===== config.mk =====
export PLATFORM = sky130hd
export DESIGN_NAME = pressure_module_i2c_readout
export DESIGN_NICKNAME = d
export VERILOG_FILES = /design/src/pressure_readout_pkg.sv /design/src/line_watch.sv /design/src/pressure_module_i2c_readout.sv
export VERILOG_INCLUDE_DIRS = /design/src
export SDC_FILE = /design/constraint.sdc
export NUM_CORES = 1
export LEC_CHECK = 0
export ABC_AREA = 1
export BUFFER_PORTS_ARGS = -buffer_cell sky130_fd_sc_hd__buf_2
export CORE_MARGIN = 2
export CORE_UTILIZATION = 40
export DETAILED_ROUTE_END_ITERATION = 7
export SLEW_MARGIN = 20
export SYNTH_ARGS = -nofsm -noshare
export SYNTH_HDL_FRONTEND = slang
export SYNTH_SLANG_ARGS = --single-unit

===== constraint.sdc =====
create_clock -name CLK -period 2.3 [get_ports CLK]
set_input_delay 0.46 -clock CLK [delete_from_list [all_inputs] [get_ports CLK]]
set_output_delay 0.46 -clock CLK [all_outputs]
set_load 0.03 [all_outputs]

===== src/pressure_readout_defs.svh =====
`ifndef PRESSURE_READOUT_DEFS_SVH
`define PRESSURE_READOUT_DEFS_SVH

`define CAL_READ_ADDR 8'hA1
`define CAL_WRITE_ADDR 8'hA0
`define ADC_WRITE_ADDR 8'hEE
`define ADC_READ_ADDR 8'hEF
`define ADC_REG_COMMAND 8'hFF
`define ADC_REG_RESULT 8'hFD
`define CMD_PRESSURE 8'hF0
`define CMD_TEMPERATURE 8'hE8
`define CAL_DEPTH 256
`define CAL_IMAGE_BITS (`CAL_DEPTH * 8)
`define CLK_PERIOD_NS 10
`define CONV_TIME_MS 40
`define CONV_CYCLES ((`CONV_TIME_MS * 1000000) / `CLK_PERIOD_NS)
`define BITS_PER_BYTE 4'h8
`define RESET_WORD 16'h0000
`define RESET_BYTE 8'h00

`endif


===== src/pressure_readout_pkg.sv =====
package pressure_readout_pkg;

    typedef enum logic [2:0] {
        SLV_IDLE,
        SLV_ADDR,
        SLV_ACK_OUT,
        SLV_RX,
        SLV_TX,
        SLV_MASTER_ACK
    } slave_state_t;

    typedef struct packed {
        logic scl_rise;
        logic scl_fall;
        logic start;
        logic stop;
    } line_events_t;

    typedef struct packed {
        logic scl_d;
        logic sda_d;
        line_events_t ev;
    } watch_state_t;

    typedef struct packed {
        slave_state_t state;
        logic [3:0] cnt;
        logic [7:0] shift;
        logic target_adc;
        logic reading;
        logic acked;
        logic [1:0] byte_idx;
        logic reg_sel_cmd;
        logic cmd_valid;
        logic cmd_temp;
        logic conv_busy;
        logic conv_temp;
        logic [31:0] conv_count;
        logic [7:0] cal_ptr;
        logic [1:0] rd_sel;
        logic [15:0] raw_pressure_word;
        logic [15:0] raw_temperature_word;
        logic last_temp;
        logic sda_oe;
        logic sda_out;
    } readout_state_t;

endpackage


===== src/line_watch.sv =====
`timescale 1ns/100ps
module line_watch
(
    input wire logic clk,
    input wire logic nrst,
    input wire logic scl,
    input wire logic sda,
    output pressure_readout_pkg::line_events_t ev
);

    pressure_readout_pkg::watch_state_t r;
    pressure_readout_pkg::watch_state_t next_r;

    ////////////////////////////////////////////////////////////////////////
    // Edge and bus condition detection.
    always_comb
    begin
        next_r = r;
        next_r.scl_d = scl;
        next_r.sda_d = sda;
        next_r.ev.scl_rise = scl & ~r.scl_d;
        next_r.ev.scl_fall = ~scl & r.scl_d;
        next_r.ev.start = scl & r.scl_d & r.sda_d & ~sda;
        next_r.ev.stop = scl & r.scl_d & ~r.sda_d & sda;
    end

    always_ff @(posedge clk or negedge nrst)
    begin
        if (!nrst)
        begin
            r <= '{scl_d: 1'b1, sda_d: 1'b1, ev: '0};
        end
        else
        begin
            r <= next_r;
        end
    end

    assign ev = r.ev;

endmodule


===== src/pressure_module_i2c_readout.sv =====
// Contract
// Calibration memory read at 0xA1, never written.
// Calibration read: sequential bytes, auto-incrementing address.
// Converter answers 0xEE write, 0xEF read.
// Master sends FF then pressure command, stop.
// Master sends FF then E8 temperature command.
// Master waits 40ms before reading result; the bench host waits CONV + 20 = 70 clock cycles instead.
// Pointer FD, repeated start, result MSB first.
// Master acks MSB, nacks LSB, then stops.
// Converter reset held low during calibration reads.
// Converter reset high before conversion command.
// Master discards first result after power-on; the bench host reads and checks the first result instead.
// Calibration write address is not acknowledged.
`timescale 1ns/100ps
`include "pressure_readout_defs.svh"
module pressure_module_i2c_readout
#(
    parameter int unsigned CONV_CYCLES = `CONV_CYCLES,
    parameter logic [`CAL_IMAGE_BITS-1:0] CAL_IMAGE = '0
)
(
    input wire logic CLK,
    input wire logic NRST,
    input wire logic SCL,
    input wire logic SDA_IN,
    output logic SDA_OUT,
    output logic SDA_OE,
    input wire logic CONVERTER_RESET_N,
    input wire logic [15:0] PRESSURE_SAMPLE,
    input wire logic [15:0] TEMPERATURE_SAMPLE,
    output logic CONV_BUSY,
    output logic [15:0] RAW_PRESSURE_WORD,
    output logic [15:0] RAW_TEMPERATURE_WORD
);

    pressure_readout_pkg::line_events_t ev;
    pressure_readout_pkg::readout_state_t r;
    pressure_readout_pkg::readout_state_t next_r;
    logic [7:0] cal_byte;
    logic [15:0] result_word;
    logic [7:0] tx_byte;

    line_watch u_line_watch
    (
        .clk(CLK),
        .nrst(NRST),
        .scl(SCL),
        .sda(SDA_IN),
        .ev(ev)
    );

    ////////////////////////////////////////////////////////////////////////
    // Read data selection.
    always_comb
    begin
        cal_byte = CAL_IMAGE[{r.cal_ptr, 3'h0} +: 8];
        result_word = r.last_temp ? r.raw_temperature_word : r.raw_pressure_word;
        if (!r.target_adc)
        begin
            tx_byte = cal_byte;
        end
        else if (r.rd_sel == 2'h0)
        begin
            tx_byte = result_word[15:8];
        end
        else if (r.rd_sel == 2'h1)
        begin
            tx_byte = result_word[7:0];
        end
        else
        begin
            tx_byte = `RESET_BYTE;
        end
    end

    ////////////////////////////////////////////////////////////////////////
    // Serial slave and conversion control.
    always_comb
    begin
        next_r = r;
        next_r.sda_out = 1'b0;

        // The converter runs while its reset pin is high and aborts otherwise.
        if (!CONVERTER_RESET_N)
        begin
            next_r.conv_busy = 1'b0;
            next_r.conv_count = '0;
        end
        else if (r.conv_busy)
        begin
            if (r.conv_count >= CONV_CYCLES - 32'h1)
            begin
                next_r.conv_busy = 1'b0;
                next_r.last_temp = r.conv_temp;
                if (r.conv_temp)
                begin
                    next_r.raw_temperature_word = TEMPERATURE_SAMPLE;
                end
                else
                begin
                    next_r.raw_pressure_word = PRESSURE_SAMPLE;
                end
            end
            else
            begin
                next_r.conv_count = r.conv_count + 32'h1;
            end
        end

        if (ev.start)
        begin
            next_r.state = pressure_readout_pkg::SLV_ADDR;
            next_r.cnt = '0;
            next_r.sda_oe = 1'b0;
        end
        else if (ev.stop)
        begin
            next_r.state = pressure_readout_pkg::SLV_IDLE;
            next_r.sda_oe = 1'b0;
            if (r.cmd_valid && CONVERTER_RESET_N)
            begin
                next_r.conv_busy = 1'b1;
                next_r.conv_temp = r.cmd_temp;
                next_r.conv_count = '0;
            end
            next_r.cmd_valid = 1'b0;
        end
        else
        begin
            case (r.state)
                pressure_readout_pkg::SLV_ADDR,
                pressure_readout_pkg::SLV_RX:
                begin
                    if (ev.scl_rise)
                    begin
                        next_r.shift = {r.shift[6:0], SDA_IN};
                        next_r.cnt = r.cnt + 4'h1;
                    end
                    else if (ev.scl_fall && r.cnt == `BITS_PER_BYTE)
                    begin
                        next_r.cnt = '0;
                        if (r.state == pressure_readout_pkg::SLV_ADDR)
                        begin
                            next_r.byte_idx = '0;
                            next_r.rd_sel = '0;
                            if (r.shift == `CAL_READ_ADDR)
                            begin
                                next_r.target_adc = 1'b0;
                                next_r.reading = 1'b1;
                                next_r.sda_oe = 1'b1;
                                next_r.state = pressure_readout_pkg::SLV_ACK_OUT;
                            end
                            else if (r.shift == `ADC_WRITE_ADDR)
                            begin
                                next_r.target_adc = 1'b1;
                                next_r.reading = 1'b0;
                                next_r.sda_oe = 1'b1;
                                next_r.state = pressure_readout_pkg::SLV_ACK_OUT;
                            end
                            else if (r.shift == `ADC_READ_ADDR)
                            begin
                                next_r.target_adc = 1'b1;
                                next_r.reading = 1'b1;
                                next_r.sda_oe = 1'b1;
                                next_r.state = pressure_readout_pkg::SLV_ACK_OUT;
                            end
                            else
                            begin
                                // Calibration write address and foreign addresses fall here.
                                next_r.state = pressure_readout_pkg::SLV_IDLE;
                            end
                        end
                        else
                        begin
                            next_r.sda_oe = 1'b1;
                            next_r.state = pressure_readout_pkg::SLV_ACK_OUT;
                            if (r.byte_idx != 2'h3)
                            begin
                                next_r.byte_idx = r.byte_idx + 2'h1;
                            end
                            if (r.byte_idx == 2'h0)
                            begin
                                next_r.reg_sel_cmd = (r.shift == `ADC_REG_COMMAND);
                                next_r.cmd_valid = 1'b0;
                                if (r.shift == `ADC_REG_RESULT)
                                begin
                                    next_r.rd_sel = '0;
                                end
                            end
                            else if (r.byte_idx == 2'h1 && r.reg_sel_cmd)
                            begin
                                if (r.shift == `CMD_PRESSURE)
                                begin
                                    next_r.cmd_valid = 1'b1;
                                    next_r.cmd_temp = 1'b0;
                                end
                                else if (r.shift == `CMD_TEMPERATURE)
                                begin
                                    next_r.cmd_valid = 1'b1;
                                    next_r.cmd_temp = 1'b1;
                                end
                            end
                        end
                    end
                end
                pressure_readout_pkg::SLV_ACK_OUT:
                begin
                    if (ev.scl_fall)
                    begin
                        next_r.cnt = '0;
                        if (r.reading)
                        begin
                            next_r.shift = tx_byte;
                            next_r.sda_oe = ~tx_byte[7];
                            next_r.state = pressure_readout_pkg::SLV_TX;
                        end
                        else
                        begin
                            next_r.sda_oe = 1'b0;
                            next_r.state = pressure_readout_pkg::SLV_RX;
                        end
                    end
                end
                pressure_readout_pkg::SLV_TX:
                begin
                    if (ev.scl_rise)
                    begin
                        next_r.cnt = r.cnt + 4'h1;
                    end
                    else if (ev.scl_fall)
                    begin
                        if (r.cnt == `BITS_PER_BYTE)
                        begin
                            next_r.sda_oe = 1'b0;
                            next_r.state = pressure_readout_pkg::SLV_MASTER_ACK;
                            if (r.target_adc)
                            begin
                                if (r.rd_sel != 2'h2)
                                begin
                                    next_r.rd_sel = r.rd_sel + 2'h1;
                                end
                            end
                            else
                            begin
                                next_r.cal_ptr = r.cal_ptr + 8'h1;
                            end
                        end
                        else
                        begin
                            next_r.shift = {r.shift[6:0], 1'b0};
                            next_r.sda_oe = ~r.shift[6];
                        end
                    end
                end
                pressure_readout_pkg::SLV_MASTER_ACK:
                begin
                    if (ev.scl_rise)
                    begin
                        next_r.acked = ~SDA_IN;
                    end
                    else if (ev.scl_fall)
                    begin
                        next_r.cnt = '0;
                        if (r.acked)
                        begin
                            next_r.shift = tx_byte;
                            next_r.sda_oe = ~tx_byte[7];
                            next_r.state = pressure_readout_pkg::SLV_TX;
                        end
                        else
                        begin
                            next_r.state = pressure_readout_pkg::SLV_IDLE;
                        end
                    end
                end
                default:
                begin
                    next_r.sda_oe = 1'b0;
                end
            endcase
        end
    end

    always_ff @(posedge CLK or negedge NRST)
    begin
        if (!NRST)
        begin
            r <= '0;
        end
        else
        begin
            r <= next_r;
        end
    end

    assign SDA_OUT = r.sda_out;
    assign SDA_OE = r.sda_oe;
    assign CONV_BUSY = r.conv_busy;
    assign RAW_PRESSURE_WORD = r.raw_pressure_word;
    assign RAW_TEMPERATURE_WORD = r.raw_temperature_word;

endmodule


==> reports/summary.txt <==
top_reg_cell synth: dfrtp_1
Syn Nets: 829
drt via density: 4.816
Die Span Y: 123.2 µm
starting density of the core: 0.4098
initial antenna violation count: 0
DPL Wire Length: 9986 µm
Crit. End Element: register
Fillers: 1409
row cnt: 43
Static Leak: 3.181 nW
Compound-Gate Fraction of Synth Area: 0.1007
die area: 15190 µm²
Syn Inst Count: 783
Sequential cell area: 2480 µm²
Area after DPL: 6027 µm²
clock skew: 0.01179 ns
max-cap viol count: 0
Design Power: 4.492 mW
Port Buffers: 70
largest family of logic cells by synthesized area: simple AND/OR/NAND/NOR gates
Seq cells post-synth: 99
startpoint types: register
Synth Area per Inst: 7.264 µm²
top cells by area, synth: dfrtp_1, nand2_1, inv_1, nor2_1, o21ai_0
Fmax: 0.5210 GHz
R2R setup slack: 0.38 ns
dpl cells: 997
top cell type's share of synthesized area: 0.4267
Synth cell types: 37
status: finished, final reports clean
final setup fails: 0
io pins: 72
Seq/Total Area, Yosys: 0.4360
slowest CP cell: dfrtp_1
reg2reg path depth: 12
CTS resizes: 0
setup tns final: 0 ns
Required @ worst endpoint: 2.54 ns
drt drc: 0
ratio of final minimum period to clock period: 0.8345
RSZ-0062 raised after global routing: no
simple-gate share of the synthesized area: 0.3102
Post-synth EDFFs: 0
Final Cell Area: 6329 µm²
CTS Hold Buffers Added: 0
Non-Filler Instances: 1013
area of the multi-input gates: 2462 µm²
CP startpoint: r[45]$_DFF_PN0_
Starting DRT DRC Count: 277
worst-path maximum fanout: 21
max_slew headroom: 0.6658
CTS tree: yes
core region area: 13880 µm²
Pwr Density: 709.8 nW/µm²
routability cong.: 0.9212
final hold viol count: 0
worst stage delay on the critical path: 0.38 ns
layout cells sized above 1: 0.1441
Tmin final: 1.919 ns
vias in the first global route: 4374
fraction of synthesized area in multiplexers: 0
Final ANT Viol Nets: 0
clock sink total: 99
area leader, netlist: dfrtp_1
total gr overflow: 0
VDD IR-drop max: 0.4968 mV
CTS max path bufs: 2
max-slew violations: 0
cell family with most CP delay: simple AND/OR/NAND/NOR gates
CTS buffer count: 9
WP data arrival: 2.16 ns
die width: 123.2 µm
Worst-Margin Slew: 0.5008 ns
CTS Root Buffer Type: clkbuf_16
largest net degree at the start of global routing: 61
clock latency on the worst-skew pair: 0.36 ns
synthesized cell area: 5688 µm²
crit-path cells: ha_1 > inv_1 > nor2_4 > nand3_2 > nand2_2 > nand2_2 > nand2_4 > nand3_4 > nor2_8 > inv_1 > nand2_1 > nand2_1
Crit Reg-Reg Endpoint: RAW_PRESSURE_WORD[9]$_DFFE_PN0P_
Post-Synth Adder-Cell Area: 0.01980
Layout area overhead: 11.26%
r2r startpoint: r[45]$_DFF_PN0_
global-route wire length before repair: 21450 µm
worst path bufs/invs: 2
critical path depth in cells: 12
Setup crit end: RAW_PRESSURE_WORD[9]$_DFFE_PN0P_
Async S/R FF share, synth: 1.000
Synth Area in XOR/XNOR: 0.001540
Worst-path clk slew: 0.07 ns
final-stage net count: 874
postcts setup bufs: 0
Ys Warns: 0
total wire length: 13060 µm
GRT Resource Usage Total: 0.1806
drt wl/cell: 12.89 µm
worst hold path class: primary input to async pin
first drt pass iteration count: 5
n_diodes: 0
vias: 4879
H-Tree Depth: 3
crit path kind: register to register
-- through the flow --
stage | setup slack (ns) | hold WS [ns] | util
6_report | 0.3807 | 0.01943 | 0.4559
5_1_grt | 0.1405 | 0.03433 | 0.4559
4_1_cts | 0.3682 | 0.02684 | 0.4559
3_5_place_dp | 0.3795 | 0.4125 | 0.4342
3_3_place_gp | 0.4091 | 0.4111 | 0.4342
2_1_floorplan | 0.6418 | 0.1644 | -
-- cell type report --
type / instances / area share
sequential: 99 / 0.3919
multi-input combinational: 531 / 0.3891
tap: 180 / 0.03559
clock buffer: 10 / 0.03618
clock inverter: 6 / 0.01147
inverter: 103 / 0.06149
timing repair buffer: 84 / 0.07434
-- state kept, by name, summed over array words and instances, names as in the netlist --
name / count
r: 59
RAW_PRESSURE_WORD: 16
RAW_TEMPERATURE_WORD: 16
u_line_watch.ev: 4
u_line_watch.r: 2
CONV_BUSY: 1
SDA_OE: 1
-- synth_stat cells, types with 2 or more instances --
library cell,count
nor3_1,15
dfrtp_1,97
nand2_2,3
nor2_2,3
nand2_4,2
dfstp_2,2
nor2_4,2
nand3_1,56
nand4_1,8
a21oi_1,28
buf_2,2
buf_6,3
o21ai_0,58
nand2_1,223
buf_4,38
nor4_1,2
inv_1,98
o21ai_1,6
ha_1,9
clkbuf_1,6
o211ai_1,12
inv_2,3
nor2_1,92
nand3_2,2
-- worst min-delay path by stage --
| stage | from | to | cells after the start |
|---|---|---|---|
| 3_5_place_dp | NRST | r[76]$_DFF_PN0_ | 1 |
| 3_3_place_gp | NRST | r[65]$_DFF_PN0_ | 1 |
| 4_1_cts | NRST | r[76]$_DFF_PN0_ | 1 |
| 6_report | NRST | r[76]$_DFF_PN0_ | 1 |
| 2_1_floorplan | NRST | CONV_BUSY$_DFF_PN0_ | 0 |
| 5_1_grt | NRST | r[76]$_DFF_PN0_ | 1 |
-- placed cells by master, fill, tap and decap left out, drive strengths merged --
cell / count
xnor2: 1
ha: 9
nand4: 8
o211ai: 12
bufinv: 1
o21ai: 64
nor4: 2
a22oi: 1
nor2: 98
dfrtp: 97
dfstp: 2
clkbuf: 10
nor3: 16
a21oi: 28
o2111ai: 1
nand2: 228
and3: 1
a31oi: 1
clkinv: 1
buf: 84
inv: 104
nand3b: 1
nand3: 59
clkinvlp: 3
conb: 1
-- kinds of logic (layout without fill, tap and decap cells) --
| group | count (synthesis) | in the layout |
|---|---|---|
| XOR/XNOR | 1 | 1 |
| other | 1 | 1 |
| flip-flops | 99 | 99 |
| AO/OA/AOI/OAI | 107 | 107 |
| AND/OR/NAND/NOR | 413 | 413 |
| buffers and inverters | 153 | 203 |
| adder cells (fa/ha/maj) | 9 | 9 |
-- per-layer routing --
layer	up-vias	wire, µm	track usage	share of wire
met3	11	558	0.04428	0.043
li1	2541	-	-	-
met1	2244	6481	0.2583	0.50
met2	83	5854	0.2740	0.45
met4	0	163	0.04545	0.012
met5	-	0	0	0
-- worst register-to-register path: stages (launching register included) --
cell and delay [ns]:
dfrtp_1 0.38, ha_1 0.16, inv_1 0.07, nor2_4 0.18, nand3_2 0.10, nand2_2 0.08
nand2_2 0.07, nand2_4 0.09, nand3_4 0.11, nor2_8 0.25, inv_1 0.18, nand2_1 0.09
nand2_1 0.05
-- power by group --
| group | internal [mW] | switching, mW | total [mW] |
|---|---|---|---|
| sequential | 1.86 | 0.108 | 1.97 |
| clock | 0.855 | 0.689 | 1.54 |
| combinational | 0.312 | 0.670 | 0.982 |
| total | 3.03 | 1.47 | 4.49 |
No activity file was read; power rests on OpenSTA's default activity.
